[config.mk]
export PLATFORM = sky130hd
export DESIGN_NAME = flag_and_cmov_decode
export DESIGN_NICKNAME = d
export VERILOG_FILES = /design/src/rtl/flag_cmov_pkg.sv /design/src/rtl/cond_if.sv /design/src/rtl/flag_and_cmov_decode.sv /design/src/rtl/cmov_cond.sv
export VERILOG_INCLUDE_DIRS = /design/src /design/src/rtl
export SDC_FILE = /design/constraint.sdc
export NUM_CORES = 1
export LEC_CHECK = 0
export BUFFER_PORTS_ARGS = -buffer_cell sky130_fd_sc_hd__buf_4
export CORE_ASPECT_RATIO = 1.2
export CORE_UTILIZATION = 25
export DETAILED_ROUTE_END_ITERATION = 8
export GPL_ROUTABILITY_DRIVEN = 0
export PLACE_DENSITY_LB_ADDON = 0.05
export SLEW_MARGIN = 15
export SYNTH_ARGS = -nofsm -noshare
export SYNTH_HDL_FRONTEND = slang
export SYNTH_SLANG_ARGS = --single-unit
[constraint.sdc]
create_clock -name i_clk_sys -period 2 [get_ports i_clk_sys]
set_input_delay 0.1 -clock i_clk_sys [delete_from_list [all_inputs] [get_ports i_clk_sys]]
set_output_delay 0.1 -clock i_clk_sys [all_outputs]
set_load 0.02 [all_outputs]
[src/rtl/flag_cmov_defs.svh]
// opcode bytes, cycle counts and reset values for the flag and conditional move decoder
// assumes: included by bare name from files under rtl/
`ifndef FLAG_CMOV_DEFS_SVH
`define FLAG_CMOV_DEFS_SVH

`define OPC_ESCAPE   8'h0F
`define OPC_WIDEN    8'h99
`define OPC_CLR_CF   8'hF8
`define OPC_CLR_DF   8'hFC
`define OPC_CLR_IF   8'hFA
`define OPC_INV_CF   8'hF5
`define OPC2_CLR_TS  8'h06
`define OPC2_MOV_A   8'h47
`define OPC2_MOV_BE  8'h46
`define OPC2_MOV_AE  8'h43
`define OPC2_MOV_B   8'h42

`define CYC_WIDEN    3'h2
`define CYC_CLR_CF   3'h1
`define CYC_CLR_DF   3'h4
`define CYC_CLR_IF   3'h6
`define CYC_CLR_TS   3'h7
`define CYC_INV_CF   3'h3
`define CYC_CMOV     3'h1

`define RST_CNT      3'h0
`define RST_LEN      4'h0
`define RST_BYTE     8'h00
`define RST_WORD     32'h0000_0000

`define MODRM_MOD_HI 7
`define MODRM_MOD_LO 6
`define MODRM_REG_HI 5
`define MODRM_REG_LO 3
`define MODRM_RM_HI  2
`define MODRM_RM_LO  0

`endif

[src/rtl/flag_cmov_pkg.sv]
// types shared by the flag and conditional move decoder
// assumes: nothing beyond the compiler
package flag_cmov_pkg;

   typedef enum logic [1:0] {
      ST_OPCODE = 2'b00,
      ST_ESCAPE = 2'b01,
      ST_MODRM  = 2'b10,
      ST_EXEC   = 2'b11
   } dec_state_e;

   typedef enum logic [2:0] {
      OP_NONE   = 3'b000,
      OP_WIDEN  = 3'b001,
      OP_CLR_CF = 3'b010,
      OP_CLR_DF = 3'b011,
      OP_CLR_IF = 3'b100,
      OP_CLR_TS = 3'b101,
      OP_INV_CF = 3'b110,
      OP_CMOV   = 3'b111
   } op_e;

   typedef enum logic [1:0] {
      COND_A  = 2'b00,
      COND_BE = 2'b01,
      COND_AE = 2'b10,
      COND_B  = 2'b11
   } cond_e;

endpackage

[src/rtl/cond_if.sv]
// carries the move condition select and flags to the condition evaluator
// assumes: both ends on the same core clock, purely combinational path
`timescale 1ns/1ps
`default_nettype none
interface cond_if;
   flag_cmov_pkg::cond_e sel;
   logic                 cf;
   logic                 zf;
   logic                 take;
   modport decoder   (output sel, output cf, output zf, input take);
   modport evaluator (input sel, input cf, input zf, output take);
endinterface
`default_nettype wire

[src/rtl/flag_and_cmov_decode.sv]
// decode and execute slice: widening, flag clears, carry invert, unsigned moves
// assumes: fetch presents one byte per valid/ready beat; register file reads src
// on o_src_sel and supplies i_src_data; flags held outside arrive on i_cf/i_zf
// Function
// - 99 sign-widens eax into edx, two clocks
// - F8 clears carry, one clock
// - FC clears direction, four clocks
// - FA clears interrupt enable, six clocks
// - 0F 06 clears task switched, seven clocks
// - F5 inverts carry, three clocks
// - 0F 47 moves when above, one clock
// - 0F 46 moves when below or equal
// - 0F 43 moves when above or equal
// - 0F 42 moves when below
`timescale 1ns/1ps
`default_nettype none
`include "flag_cmov_defs.svh"
module flag_and_cmov_decode (
   input  wire logic        i_clk_sys,
   input  wire logic        i_rst,
   input  wire logic        i_byte_valid,
   input  wire logic [7:0]  i_byte,
   output logic             o_byte_ready,
   input  wire logic [31:0] i_eax,
   input  wire logic [31:0] i_src_data,
   input  wire logic        i_cf,
   input  wire logic        i_zf,
   output logic [2:0]       o_src_sel,
   output logic             o_src_is_mem,
   output logic             o_busy,
   output logic             o_edx_wr,
   output logic [31:0]      o_edx_data,
   output logic             o_dst_wr,
   output logic [2:0]       o_dst_sel,
   output logic [31:0]      o_dst_data,
   output logic             o_cf_wr,
   output logic             o_cf_val,
   output logic             o_df_clr,
   output logic             o_if_clr,
   output logic             o_ts_clr,
   output logic             o_retire,
   output logic             o_undefined
);

   function automatic flag_cmov_pkg::op_e decode_one(input logic [7:0] b);
      if (b == `OPC_WIDEN)       decode_one = flag_cmov_pkg::OP_WIDEN;
      else if (b == `OPC_CLR_CF) decode_one = flag_cmov_pkg::OP_CLR_CF;
      else if (b == `OPC_CLR_DF) decode_one = flag_cmov_pkg::OP_CLR_DF;
      else if (b == `OPC_CLR_IF) decode_one = flag_cmov_pkg::OP_CLR_IF;
      else if (b == `OPC_INV_CF) decode_one = flag_cmov_pkg::OP_INV_CF;
      else                       decode_one = flag_cmov_pkg::OP_NONE;
   endfunction

   function automatic flag_cmov_pkg::op_e decode_two(input logic [7:0] b);
      if (b == `OPC2_CLR_TS)     decode_two = flag_cmov_pkg::OP_CLR_TS;
      else if (b == `OPC2_MOV_A || b == `OPC2_MOV_BE || b == `OPC2_MOV_AE || b == `OPC2_MOV_B)
                                 decode_two = flag_cmov_pkg::OP_CMOV;
      else                       decode_two = flag_cmov_pkg::OP_NONE;
   endfunction

   function automatic flag_cmov_pkg::cond_e cond_of(input logic [7:0] b);
      if (b == `OPC2_MOV_A)       cond_of = flag_cmov_pkg::COND_A;
      else if (b == `OPC2_MOV_BE) cond_of = flag_cmov_pkg::COND_BE;
      else if (b == `OPC2_MOV_AE) cond_of = flag_cmov_pkg::COND_AE;
      else                        cond_of = flag_cmov_pkg::COND_B;
   endfunction

   function automatic logic [2:0] cycles_of(input flag_cmov_pkg::op_e op);
      case (op)
         flag_cmov_pkg::OP_WIDEN:  cycles_of = `CYC_WIDEN;
         flag_cmov_pkg::OP_CLR_CF: cycles_of = `CYC_CLR_CF;
         flag_cmov_pkg::OP_CLR_DF: cycles_of = `CYC_CLR_DF;
         flag_cmov_pkg::OP_CLR_IF: cycles_of = `CYC_CLR_IF;
         flag_cmov_pkg::OP_CLR_TS: cycles_of = `CYC_CLR_TS;
         flag_cmov_pkg::OP_INV_CF: cycles_of = `CYC_INV_CF;
         default:                  cycles_of = `CYC_CMOV;
      endcase
   endfunction

   flag_cmov_pkg::dec_state_e state_q, state_d;
   flag_cmov_pkg::op_e        op_q, op_d;
   flag_cmov_pkg::cond_e      cond_q, cond_d;
   logic [2:0]                cnt_q, cnt_d;
   logic [7:0]                modrm_q;
   logic [3:0]                len_q;

   cond_if cif ();
   cmov_cond u_cond (
      .c (cif)
   );

   wire logic                 take_byte  = i_byte_valid & o_byte_ready;
   wire logic                 is_escape  = i_byte == `OPC_ESCAPE;
   wire flag_cmov_pkg::op_e   one_op     = decode_one(i_byte);
   wire flag_cmov_pkg::op_e   two_op     = decode_two(i_byte);
   wire logic                 exec_last  = (state_q == flag_cmov_pkg::ST_EXEC) && (cnt_q == `RST_CNT);
   // loads come from the byte itself, not op_d, so next-state logic never feeds itself
   wire logic [2:0]           load_one   = cycles_of(one_op) - 3'h1;
   wire logic [2:0]           load_two   = cycles_of(two_op) - 3'h1;

   assign o_byte_ready = state_q != flag_cmov_pkg::ST_EXEC;
   assign o_busy       = state_q != flag_cmov_pkg::ST_OPCODE;
   assign o_src_sel    = modrm_q[`MODRM_RM_HI:`MODRM_RM_LO];
   assign o_src_is_mem = modrm_q[`MODRM_MOD_HI:`MODRM_MOD_LO] != 2'b11;
   assign cif.sel      = cond_q;
   assign cif.cf       = i_cf;
   assign cif.zf       = i_zf;

   // next state; an unknown byte drops back to the first opcode byte
   always_comb begin
      state_d = state_q;
      op_d    = op_q;
      cond_d  = cond_q;
      cnt_d   = cnt_q;
      case (state_q)
         flag_cmov_pkg::ST_OPCODE: begin
            if (take_byte && is_escape) begin
               state_d = flag_cmov_pkg::ST_ESCAPE;
            end else if (take_byte && one_op != flag_cmov_pkg::OP_NONE) begin
               op_d    = one_op;
               state_d = flag_cmov_pkg::ST_EXEC;
               cnt_d   = load_one;
            end
         end
         flag_cmov_pkg::ST_ESCAPE: begin
            if (take_byte) begin
               op_d   = two_op;
               cond_d = cond_of(i_byte);
               cnt_d  = load_two;
               if (two_op == flag_cmov_pkg::OP_CMOV) begin
                  state_d = flag_cmov_pkg::ST_MODRM;
               end else if (two_op == flag_cmov_pkg::OP_CLR_TS) begin
                  state_d = flag_cmov_pkg::ST_EXEC;
               end else begin
                  state_d = flag_cmov_pkg::ST_OPCODE;
               end
            end
         end
         flag_cmov_pkg::ST_MODRM: begin
            if (take_byte) begin
               state_d = flag_cmov_pkg::ST_EXEC;
            end
         end
         default: begin
            if (exec_last) begin
               state_d = flag_cmov_pkg::ST_OPCODE;
            end else begin
               cnt_d = cnt_q - 3'h1;
            end
         end
      endcase
   end

   always_ff @(posedge i_clk_sys or posedge i_rst) begin
      if (i_rst) begin
         state_q <= flag_cmov_pkg::ST_OPCODE;
         op_q    <= flag_cmov_pkg::OP_NONE;
         cond_q  <= flag_cmov_pkg::COND_A;
         cnt_q   <= `RST_CNT;
      end else begin
         state_q <= state_d;
         op_q    <= op_d;
         cond_q  <= cond_d;
         cnt_q   <= cnt_d;
      end
   end

   always_ff @(posedge i_clk_sys or posedge i_rst) begin
      if (i_rst) begin
         modrm_q <= `RST_BYTE;
      end else if (take_byte && state_q == flag_cmov_pkg::ST_MODRM) begin
         modrm_q <= i_byte;
      end
   end

   // undefined opcode report, one pulse per rejected byte
   wire logic undef_one = take_byte && state_q == flag_cmov_pkg::ST_OPCODE && !is_escape
                          && one_op == flag_cmov_pkg::OP_NONE;
   wire logic undef_two = take_byte && state_q == flag_cmov_pkg::ST_ESCAPE
                          && two_op == flag_cmov_pkg::OP_NONE;

   always_ff @(posedge i_clk_sys or posedge i_rst) begin
      if (i_rst) begin
         o_undefined <= 1'b0;
      end else begin
         o_undefined <= undef_one | undef_two;
      end
   end

   // effects land together with the retire pulse; other flags are never touched
   wire logic [31:0] sign_fill = {32{i_eax[31]}};
   wire logic        is_cmov   = op_q == flag_cmov_pkg::OP_CMOV;

   always_ff @(posedge i_clk_sys or posedge i_rst) begin
      if (i_rst) begin
         o_retire <= 1'b0;
         o_edx_wr <= 1'b0;
         o_dst_wr <= 1'b0;
         o_cf_wr  <= 1'b0;
         o_df_clr <= 1'b0;
         o_if_clr <= 1'b0;
         o_ts_clr <= 1'b0;
      end else begin
         o_retire <= exec_last;
         o_edx_wr <= exec_last && op_q == flag_cmov_pkg::OP_WIDEN;
         o_cf_wr  <= exec_last && (op_q == flag_cmov_pkg::OP_CLR_CF || op_q == flag_cmov_pkg::OP_INV_CF);
         o_df_clr <= exec_last && op_q == flag_cmov_pkg::OP_CLR_DF;
         o_if_clr <= exec_last && op_q == flag_cmov_pkg::OP_CLR_IF;
         o_ts_clr <= exec_last && op_q == flag_cmov_pkg::OP_CLR_TS;
         o_dst_wr <= exec_last && is_cmov && cif.take;
      end
   end

   // data lanes are only meaningful alongside their write strobes
   always_ff @(posedge i_clk_sys or posedge i_rst) begin
      if (i_rst) begin
         o_edx_data <= `RST_WORD;
         o_dst_data <= `RST_WORD;
         o_dst_sel  <= 3'h0;
         o_cf_val   <= 1'b0;
      end else if (exec_last) begin
         o_edx_data <= sign_fill;
         o_dst_data <= i_src_data;
         o_dst_sel  <= modrm_q[`MODRM_REG_HI:`MODRM_REG_LO];
         o_cf_val   <= (op_q == flag_cmov_pkg::OP_INV_CF) ? ~i_cf : 1'b0;
      end
   end

   // helper: cycles spent in execute, read by the checks only
   always_ff @(posedge i_clk_sys or posedge i_rst) begin
      if (i_rst) begin
         len_q <= `RST_LEN;
      end else if (state_q != flag_cmov_pkg::ST_EXEC) begin
         len_q <= `RST_LEN;
      end else begin
         len_q <= len_q + 4'h1;
      end
   end

   chk_widen_timing: assert property (@(posedge i_clk_sys) disable iff (i_rst)
      o_retire && op_q == flag_cmov_pkg::OP_WIDEN |-> len_q == {1'b0, `CYC_WIDEN} && o_edx_wr && !o_cf_wr)
      else $error("widen retire timing or effect wrong");

   chk_widen_data: assert property (@(posedge i_clk_sys) disable iff (i_rst)
      o_edx_wr |-> o_edx_data == {32{$past(i_eax[31])}})
      else $error("widen sign fill wrong");

   chk_clr_carry: assert property (@(posedge i_clk_sys) disable iff (i_rst)
      o_retire && op_q == flag_cmov_pkg::OP_CLR_CF |-> len_q == {1'b0, `CYC_CLR_CF} && o_cf_wr && !o_cf_val
         && !o_df_clr && !o_if_clr && !o_ts_clr)
      else $error("carry clear wrong");

   chk_clr_direction: assert property (@(posedge i_clk_sys) disable iff (i_rst)
      take_byte && state_q == flag_cmov_pkg::ST_OPCODE && i_byte == `OPC_CLR_DF
         |=> (!o_retire && !o_df_clr) [*4] ##1 (o_retire && o_df_clr && !o_cf_wr))
      else $error("direction clear not four clocks");

   chk_clr_interrupt: assert property (@(posedge i_clk_sys) disable iff (i_rst)
      o_if_clr |-> len_q == {1'b0, `CYC_CLR_IF} && o_retire && !o_cf_wr && !o_df_clr)
      else $error("interrupt clear wrong");

   chk_clr_task_sw: assert property (@(posedge i_clk_sys) disable iff (i_rst)
      take_byte && state_q == flag_cmov_pkg::ST_ESCAPE && i_byte == `OPC2_CLR_TS
         |=> (!o_retire && !o_byte_ready) [*7] ##1 (o_ts_clr && o_retire))
      else $error("task switched clear not seven clocks");

   chk_inv_carry: assert property (@(posedge i_clk_sys) disable iff (i_rst)
      o_retire && op_q == flag_cmov_pkg::OP_INV_CF |-> len_q == {1'b0, `CYC_INV_CF} && o_cf_wr
         && o_cf_val == !$past(i_cf))
      else $error("carry invert wrong");

   chk_move_above: assert property (@(posedge i_clk_sys) disable iff (i_rst)
      o_retire && is_cmov && cond_q == flag_cmov_pkg::COND_A |-> len_q == 4'h1
         && o_dst_wr == $past(!i_cf && !i_zf) && !o_cf_wr)
      else $error("above move wrong");

   chk_move_below_eq: assert property (@(posedge i_clk_sys) disable iff (i_rst)
      o_retire && is_cmov && cond_q == flag_cmov_pkg::COND_BE |-> o_dst_wr == $past(i_cf || i_zf))
      else $error("below or equal move wrong");

   chk_move_above_eq: assert property (@(posedge i_clk_sys) disable iff (i_rst)
      o_retire && is_cmov && cond_q == flag_cmov_pkg::COND_AE |-> o_dst_wr == $past(!i_cf))
      else $error("above or equal move wrong");

   chk_move_below: assert property (@(posedge i_clk_sys) disable iff (i_rst)
      o_retire && is_cmov && cond_q == flag_cmov_pkg::COND_B |-> o_dst_wr == $past(i_cf)
         && (!o_dst_wr || o_dst_data == $past(i_src_data)))
      else $error("below move wrong");

   chk_escape_map: assert property (@(posedge i_clk_sys) disable iff (i_rst)
      take_byte && state_q == flag_cmov_pkg::ST_OPCODE && is_escape
         |=> state_q == flag_cmov_pkg::ST_ESCAPE && !o_retire)
      else $error("escape byte not taken into two-byte map");

   chk_undef_drop: assert property (@(posedge i_clk_sys) disable iff (i_rst)
      o_undefined |-> state_q == flag_cmov_pkg::ST_OPCODE && !o_retire && !o_busy)
      else $error("rejected byte did not drop back to opcode stage");

endmodule
`default_nettype wire

[src/rtl/cmov_cond.sv]
// evaluates the unsigned move conditions from carry and zero
// assumes: flags are stable for the cycle in which take is sampled
`timescale 1ns/1ps
`default_nettype none
module cmov_cond (
   cond_if.evaluator c
);
   wire logic above = ~c.cf & ~c.zf;

   always_comb begin
      case (c.sel)
         flag_cmov_pkg::COND_A:  c.take = above;
         flag_cmov_pkg::COND_BE: c.take = ~above;
         flag_cmov_pkg::COND_AE: c.take = ~c.cf;
         default:                c.take = c.cf;
      endcase
   end
endmodule
`default_nettype wire

==> results of run 1 <==
==> kinds of logic after synthesis <==
kind of cell	synth area share (%)
flops	49.9
xor+xnor	0.832
compound gates	7.60
mux	3.88
fa+ha+maj	0.396
simple gates	25.1
buf+inv	12.3
==> cell usage after synthesis (2+ instances only) <==
master / n
sky130_fd_sc_hd__and4_1: 2
sky130_fd_sc_hd__nand2b_1: 3
sky130_fd_sc_hd__nand3_1: 2
sky130_fd_sc_hd__a21oi_1: 7
sky130_fd_sc_hd__nor2b_1: 4
sky130_fd_sc_hd__o21ai_0: 10
sky130_fd_sc_hd__a221o_1: 2
sky130_fd_sc_hd__buf_4: 36
sky130_fd_sc_hd__inv_1: 7
sky130_fd_sc_hd__nand2_1: 123
sky130_fd_sc_hd__mux2_2: 10
sky130_fd_sc_hd__buf_2: 2
sky130_fd_sc_hd__nor3_2: 2
sky130_fd_sc_hd__clkbuf_1: 6
sky130_fd_sc_hd__and2_1: 3
sky130_fd_sc_hd__nor2_1: 10
sky130_fd_sc_hd__a31oi_1: 6
sky130_fd_sc_hd__and4bb_2: 3
sky130_fd_sc_hd__buf_6: 5
sky130_fd_sc_hd__o211ai_1: 2
sky130_fd_sc_hd__xor2_1: 2
sky130_fd_sc_hd__dfrtp_1: 63
sky130_fd_sc_hd__nor3_1: 2
==> through the flow <==
step                      cell area [sq um]  worst slack, ns
after floorplan                        3160           0.0217
after global placement                 4200           -0.158
after detailed placement               4200           -0.172
after CTS                              4840           0.0711
after global routing                   4840          0.00190
final                                  4840           0.0936
==> final cells by class <==
type	count	area share, %
sequential	63	32.6
timing repair buffer	188	32.0
multi-input combinational	218	24.7
clock buffer	12	5.09
tap	161	4.16
clock inverter	4	0.930
inverter	8	0.620
==> flip-flops by register name, indices dropped and copies added, names as in the netlist <==
signal	count
o_dst_sel	3
o_dst_data	32
o_df_clr	1
o_cf_wr	1
cnt_q	3
op_q	3
o_edx_wr	1
cif.sel	2
state_q	2
o_undefined	1
o_ts_clr	1
o_dst_wr	1
o_if_clr	1
o_edx_data	1
o_cf_val	1
modrm_q	8
o_retire	1
==> routing by layer <==
metal / up-vias / share of wire [%] / track usage [%]
met1: 1316 / 42 / 15.4
met2: 91 / 51 / 25.1
met3: 12 / 4.8 / 2.29
met4: 0 / 2.1 / 6.96
met5: - / 0 / 0
li1: 1378 / - / -
==> power groups by stage <==
stage               clock network (W)  logic (W)  registers (W)
CTS                           0.00161    0.00321        0.00204
detailed placement                  0    0.00314        0.00206
global route                  0.00165    0.00342        0.00210
finish                        0.00155    0.00317        0.00204
global placement                    0    0.00314        0.00206
floorplan                           0    0.00173        0.00248
==> worst paths after layout <==
kind | start | endpoint | depth (start not counted)
min in group asynchronous | i_rst | o_dst_data[24] | 3
setup reg to reg | cnt_q[2] | o_cf_val | 4
setup / recovery | cnt_q[2] | o_cf_val | 4
hold reg to reg | modrm_q[3] | o_dst_sel[0] | 2
hold / removal | i_byte_valid | state_q[1] | 3
max in group asynchronous | i_rst | o_dst_data[21] | 4
==> critical path, stage by stage (launching register included) <==
cell	delay (ns)
sky130_fd_sc_hd__dfrtp_1	0.38
sky130_fd_sc_hd__or4b_1	0.57
sky130_fd_sc_hd__or2_2	0.35
sky130_fd_sc_hd__buf_4	0.23
sky130_fd_sc_hd__o41ai_2	0.28
==> timing repair <==
action	4_1_cts	5_1_grt
setup endpoints to repair	0	1
hold endpoints to repair	57	0
hold buffers	35	0
==> impl_metrics.toml, run 1 <==
[cts]
worst_setup_hold_path_clk_slew_ns = 0.05
clock_insertion_delay_at_the_later_pin_of_the_skew_report_ns = 0.33
htreeDepth = 3
cts-root-to-sink-buffers = 2
cts_resized = 0
setup_fix_buffers_added_after_clock_tree_synthesis = 0
cts_tree = "built"
clock_tree.root_cell = "sky130_fd_sc_hd__clkbuf_16"
cts.sinks = 63
inserted_clock_buffers = 9

[finish]
fillCellCount = 1289
layout.cells.most_common_list = "sky130_fd_sc_hd__buf_4 (149), sky130_fd_sc_hd__nand2_1 (123), sky130_fd_sc_hd__dfrtp_1 (63)"
layout-drive-gt1-share_pct = 39.1
layout_commonest_cell = "sky130_fd_sc_hd__buf_4"
insertedDiodeCount = 0
finalNonFillerCells = 654
multi_input_comb_area_sq_mm = 0.00119
area_growth_syn_to_layout_pct = 53.3
utilization_pct = 39.6
nNetsFinal = 566
area.sequential_sq_mm = 0.00158

[global_routing]
grt_max_degree = 33
via_count_of_the_first_global_routing_pass = 2798
antenna_violations_before_repair = 0
groute.usage.overall_pct = 13.8
grt_first_pass_wirelength_um = 14100
globalRouteOverflowTotal = 0

[yosys]
ys_dominant_reg_cell = "sky130_fd_sc_hd__dfrtp_1"
synth_fp_nets = 416
synthCells = 338
synthTopCellsByArea = "sky130_fd_sc_hd__dfrtp_1 (50%), sky130_fd_sc_hd__nand2_1 (15%), sky130_fd_sc_hd__buf_4 (8.6%)"
synth_top_area_share_pct = 49.9
yosysSeqAreaShare_pct = 49.9
synth_area_leader_cell = "sky130_fd_sc_hd__dfrtp_1"
synth_area_sq_mm = 0.00316
number_of_enable_flip_flop_cells_after_synthesis = 0
yosys_warnings = 0
synthArstFlopShare_pct = 100
post_synth.cell_area_avg_sq_um = 9.35
synth_cell_types = 49
synth-seq-cells = 63

[floorplanning]
floorplan.core_area_sq_mm = 0.0122
dieWidth_um = 105
floorplan.die_area_sq_mm = 0.0131
start_util_pct = 25.8
std_cell_rows = 44
die_h_um = 125
num_io_pins = 159

[sta]
max_clock_freq_mhz = 525
worst_slew_pin_slew_ns = 0.559
post-route-min-period_ns = 1.91
report.final.slew_viol_count = 0
holdWs_ns = 0.112
timing.clock.skew_ns = 0.00447
timing.final.setup_violations = 0
setup_total_negative_slack_ns = 0
slew_headroom_pct = 62.7
grt_setup_unrepaired = "no"
fin_crit_sh_pct = 95.3
final-hold-violation-count = 0

[power_and_ir_drop]
power.net_switching_w = 0.00263
standby_leakage_power_nw = 2.38
powerDensity_mw_per_mm2 = 1400
p_seq_share_pct = 30.2
power_total_w = 0.00676
share_comb_of_total_power_pct = 46.9
sw_frac_of_total_pct = 38.9
clkPwrFrac_pct = 23.0
power.ir.vdd_worst_mv = 0.625
internal_power_w = 0.00413

[critical_path]
required_ns = 2.23
criticalPathCategory = "reg2reg"
worst-path-max-fanout = 20
startpoint_type_of_the_worst_setup_path = "flip-flop"
cp_data_arrival_time_ns = 2.13
crit_path_end_kind = "flip-flop"
regToRegSetupSlack_ns = 0.09

[hold_path]
worst_hold_path_type = "in2reg"

[run]
maxCapViolCount = 0

[place]
dp_hpwl_um = 6240
place_inst = 603
place.port_buffers = 127

[route]
route.antenna.remaining_nets = 0
vias_per_cell = 4.28
first_iter_violations = 44
routed_wire_length_per_instance_um = 13.3
num_vias = 2797
wirelength_um = 8690
firstDrtPassIters = 4
drcViolationCount = 0

[status]
run_status = "finished, final reports clean"
Power figures use the tool's default switching activity.
==> run 2: changes to the inputs <==
Settings changed: CTS_BUF_LIST from default to sky130_fd_sc_hd__clkbuf_2, GPL_TIMING_DRIVEN from default to 0.
==> impl_metrics.toml, run 2 (same netlist as run 1, synthesis figures left out) <==
[global_routing]
via_count_of_the_first_global_routing_pass = 2827
grt_first_pass_wirelength_um = 14400
antenna_violations_before_repair = 0
grt_max_degree = 45
globalRouteOverflowTotal = 0
groute.usage.overall_pct = 13.9

[critical_path]
required_ns = 2.43
critical_path.slowest_cell = "sky130_fd_sc_hd__or4b_4"
worst_path_most_repeated_cell = "sky130_fd_sc_hd__nand2_1"
criticalPathCategory = "reg2reg"
crit_path_cell_trace = "or4b_4 > or2_4 > buf_6 > inv_2 > buf_12 > buf_8 > nand2_1 > nand2_1"
worst-path-max-fanout = 10
crit_path_end_kind = "flip-flop"
cp_data_arrival_time_ns = 2.35
worst_stage_delay_on_the_critical_path_ns = 0.55
startpoint_type_of_the_worst_setup_path = "flip-flop"

[hold_path]
worst_hold_path_type = "in2async"

[cts]
cts-root-to-sink-buffers = 2
cts_tree = "built"
inserted_clock_buffers = 9
htreeDepth = 3
clock_tree.root_cell = "sky130_fd_sc_hd__clkbuf_2"
cts.sinks = 63
clock_insertion_delay_at_the_later_pin_of_the_skew_report_ns = 0.51
worst_setup_hold_path_clk_slew_ns = 0.22

[floorplanning]
std_cell_rows = 44
dieWidth_um = 105
die_h_um = 125
floorplan.die_area_sq_mm = 0.0131
floorplan.core_area_sq_mm = 0.0122
num_io_pins = 159
start_util_pct = 25.8

[route]
drcViolationCount = 0
vias_per_cell = 4.20
first_iter_violations = 141
route.antenna.remaining_nets = 0
num_vias = 2877
firstDrtPassIters = 4
wirelength_um = 8790
routed_wire_length_per_instance_um = 12.8

[finish]
area.sequential_sq_mm = 0.00158
multi_input_comb_area_sq_mm = 0.00120
largest_register = "o_dst_data"
layout-drive-gt1-share_pct = 41.4
insertedDiodeCount = 0
number_of_flip_flops_in_the_largest_register = 32
layout.cells.most_common_list = "sky130_fd_sc_hd__buf_4 (160), sky130_fd_sc_hd__nand2_1 (123), sky130_fd_sc_hd__dfrtp_1 (62)"
fillCellCount = 1295
largestRegisters = "o_dst_data: 32 flops, modrm_q: 8 flops"
area_growth_syn_to_layout_pct = 58.2
nNetsFinal = 597
utilization_pct = 40.9
layout_commonest_cell = "sky130_fd_sc_hd__buf_4"

[sta]
max_clock_freq_mhz = 521
final-hold-violation-count = 0
timing.clock.skew_ns = 0.0416
slew_headroom_pct = 66.6
final.setup.worst_slack_ns = 0.0803
setup_total_negative_slack_ns = 0
post-route-min-period_ns = 1.92
worst_slew_pin_slew_ns = 0.501
report.final.slew_viol_count = 0
fin_crit_sh_pct = 96.0
timing.final.setup_violations = 0

[run]
maxCapViolCount = 0

[power_and_ir_drop]
powerDensity_mw_per_mm2 = 1370
power.ir.vdd_worst_mv = 0.590
power_total_w = 0.00686
standby_leakage_power_nw = 2.47

[place]
dp_hpwl_um = 6360
dp_slack_ns = -0.294
place.port_buffers = 124

[status]
run_status = "finished, final reports clean"
run 2: power by group:
| group | internal (W) | switching [W] | total [W] |
|---|---|---|---|
| clock network | 0.000668 | 0.000527 | 0.00119 |
| registers | 0.00175 | 0.000354 | 0.00210 |
| logic | 0.00175 | 0.00181 | 0.00356 |
run 2: worst paths after layout:
path                            startpoint        endpoint  slack (ns)  depth (start not counted)
worst min-delay path                 i_rst        cnt_q[1]        0.07                          3
worst min register to register  modrm_q[5]    o_dst_sel[2]        0.49                          2
worst max register to register    cnt_q[2]  o_dst_data[29]        0.08                          8
min in group i_clk_sys           i_byte[3]      state_q[0]        0.08                          5
max in group asynchronous            i_rst   o_edx_data[0]        1.39                          4
worst max-delay path              cnt_q[2]  o_dst_data[29]        0.08                          8
run 2: stage by stage:
stage / hold slack (ns) / instance area [sq um] / std cells
after floorplan: 0.195 / 3160 / 338
after global placement: 0.294 / 4290 / 623
after detailed placement: 0.0873 / 4320 / 624
after CTS: 0.0189 / 4970 / 685
after global routing: 0.0389 / 5000 / 685
final: 0.0676 / 5000 / 685
run 2: area by class of cell:
class,count,area share [%]
sequential,63,31.6
tap,161,4.03
inverter,8,0.651
timing repair buffer,171,28.3
multi-input combinational,218,24.0
clock buffer,9,0.901
buffer,48,7.61
clock inverter,7,2.90
run 2: timing repair:
item / in CTS / in global routing
endpoints found under the hold margin: 112 / 0
setup endpoints to repair: 34 / 35
resized for setup: 1 / 15
pin swaps: 0 / 0
hold buffers: 45 / 0
setup buffers: 1 / 0
run 2: critical path: cells and delay by family, from the launching register on:
family                 cells  cell delay (ns)
AND/OR/NAND/NOR            4             0.91
buffers and inverters      4             0.47
flip-flops                 1             0.44
run 2: per-layer routing:
| layer | track usage [%] | wire [um] |
|---|---|---|
| met3 | 3.13 | 473 |
| met1 | 18.4 | 3990 |
| met4 | 5.22 | 138 |
| met2 | 22.2 | 4180 |
| met5 | 0 | 0 |
==> run 3: changes to the inputs <==
Settings changed: CTS_BUF_LIST sky130_fd_sc_hd__clkbuf_2 to sky130_fd_sc_hd__clkbuf_16.
==> impl_metrics.toml, run 3 (same netlist as run 1, synthesis figures left out) <==
[power_and_ir_drop]
power.ir.vdd_worst_mv = 0.603
powerDensity_mw_per_mm2 = 1500
standby_leakage_power_nw = 2.50

[route]
wirelength_um = 8780
num_vias = 2828
first_iter_violations = 126
firstDrtPassIters = 4
routed_wire_length_per_instance_um = 13.0
vias_per_cell = 4.20
route.antenna.remaining_nets = 0
drcViolationCount = 0

[finish]
layout.cells.most_common_list = "sky130_fd_sc_hd__buf_4 (160), sky130_fd_sc_hd__nand2_1 (123), sky130_fd_sc_hd__dfrtp_1 (63)"
finish.instance_area_sq_mm = 0.00506
layout-drive-gt1-share_pct = 42.1
area_growth_syn_to_layout_pct = 60.2
layout_commonest_cell = "sky130_fd_sc_hd__buf_4"
number_of_flip_flops_in_the_largest_register = 32
nNetsFinal = 586
largestRegisters = "o_dst_data: 32 flops, modrm_q: 8 flops"
fillCellCount = 1290
insertedDiodeCount = 0
largest_register = "o_dst_data"
finalNonFillerCells = 674

[cts]
cts_tree = "built"
clock_tree.root_cell = "sky130_fd_sc_hd__clkbuf_16"
cts.sinks = 63
inserted_clock_buffers = 9
cts-root-to-sink-buffers = 2
clock_insertion_delay_at_the_later_pin_of_the_skew_report_ns = 0.33
setup_fix_buffers_added_after_clock_tree_synthesis = 0
htreeDepth = 3
worst_setup_hold_path_clk_slew_ns = 0.06

[floorplanning]
start_util_pct = 25.8
die_h_um = 125
floorplan.core_area_sq_mm = 0.0122
num_io_pins = 159
floorplan.die_area_sq_mm = 0.0131
dieWidth_um = 105
std_cell_rows = 44

[hold_path]
worstHoldStart = "i_byte[5]"
worst_hold_path_type = "in2reg"

[place]
dp_hpwl_um = 6360
dp_slack_ns = -0.294
place.port_buffers = 124
place_inst = 624
place_area_sq_mm = 0.00432

[sta]
report.final.slew_viol_count = 0
final-hold-violation-count = 0
slew_headroom_pct = 38.7
fin_crit_sh_pct = 97.2
grt_setup_unrepaired = "yes"
holdWs_ns = 0.0472
max_clock_freq_mhz = 515
setup_total_negative_slack_ns = 0
post-route-min-period_ns = 1.94
timing.final.setup_violations = 0
final.setup.worst_slack_ns = 0.0569
worst_slew_pin_slew_ns = 0.920
timing.clock.skew_ns = 0.00596

[critical_path]
worst-path-max-fanout = 6
criticalPathCategory = "in2reg"
worst_stage_delay_on_the_critical_path_ns = 0.58
crit_family = "simple AND/OR/NAND/NOR gates"
cp_data_arrival_time_ns = 2.15
critical_path.slowest_cell = "sky130_fd_sc_hd__or4b_4"
worst_setup_path_start = "i_byte[7]"
cp_num_buf_inv = 1
crit_path_end_kind = "flip-flop"
critical_path.reg2reg.startpoint = "cnt_q[2]"
crit_path_cell_trace = "buf_4 > or4b_4 > nor4b_4 > a221o_1 > o21ai_0 > ha_1 > nand3_1 > o22ai_1 > a21oi_1 > o221ai_2"
required_ns = 2.20
startpoint_type_of_the_worst_setup_path = "input port"

[global_routing]
groute.usage.overall_pct = 14.0
antenna_violations_before_repair = 0
grt_max_degree = 45
via_count_of_the_first_global_routing_pass = 2818
globalRouteOverflowTotal = 0
grt_first_pass_wirelength_um = 14400

[status]
run_status = "finished, final reports clean"

[run]
maxCapViolCount = 0
[run 3: final timing paths]
| check | slack [ns] | end | depth (start not counted) |
|---|---|---|---|
| worst max register to register | 0.09 | o_dst_data[21] | 8 |
| min in group asynchronous | 0.28 | o_dst_data[30] | 3 |
| worst max-delay path | 0.06 | cnt_q[2] | 10 |
| worst min register to register | 0.47 | o_dst_sel[2] | 2 |
| max in group asynchronous | 1.19 | o_dst_wr | 4 |
| worst min-delay path | 0.05 | modrm_q[5] | 2 |
[run 3: report_power, final]
group | switching (W) | internal, W | leakage [nW] | total, W
Clock | 0.000597 | 0.00135 | 0.176 | 0.00194
Sequential | 0.000354 | 0.00175 | 0.729 | 0.00211
Combinational | 0.00181 | 0.00173 | 1.59 | 0.00354
Total | 0.00276 | 0.00483 | 2.50 | 0.00759
[run 3: layout make-up]
type                    count  area [sq um]  area share [%]
plain buffers              48           364            7.20
well taps                 161           201            3.98
clock inverters             7           145            2.87
clock buffers               9           225            4.45
inverters                   8          32.5           0.643
flip-flops and latches     63          1580            31.2
repair buffers            160          1310            25.9
multi-input cells         218          1210            23.8
[run 3: worst reg2reg max path: stages (launching register included)]
cell,delay (ns)
sky130_fd_sc_hd__dfrtp_1,0.41
sky130_fd_sc_hd__or4b_4,0.56
sky130_fd_sc_hd__or2_1,0.26
sky130_fd_sc_hd__buf_6,0.14
sky130_fd_sc_hd__inv_2,0.05
sky130_fd_sc_hd__buf_6,0.15
sky130_fd_sc_hd__buf_6,0.16
sky130_fd_sc_hd__nand2_1,0.06
sky130_fd_sc_hd__nand2_1,0.05
[run 3: metal layers]
| metal | up-vias | global-route usage, % | wire, um | share of wire (%) |
|---|---|---|---|---|
| met4 | 0 | 5.47 | 77 | 0.88 |
| met3 | 6 | 3.55 | 495 | 5.6 |
| met1 | 1308 | 17.9 | 3910 | 45 |
| li1 | 1421 | - | - | - |
| met5 | - | 0 | 0 | 0 |
| met2 | 93 | 22.6 | 4290 | 49 |
[run 3: metrics by stage]
stage | power, W | utilization (%)
after CTS | 0.00769 | 41.2
after global placement | 0.00562 | 35.1
final | 0.00759 | 41.4
after floorplan | 0.00421 | -
after global routing | 0.00807 | 41.4
after detailed placement | 0.00565 | 35.4
[run 3: what timing repair did]
action                                  CTS  global route
pin swaps                                 0             0
endpoints found under the setup margin    1            34
hold buffers                             35             0
resized for setup                         0            12
hold endpoints to repair                 53             0
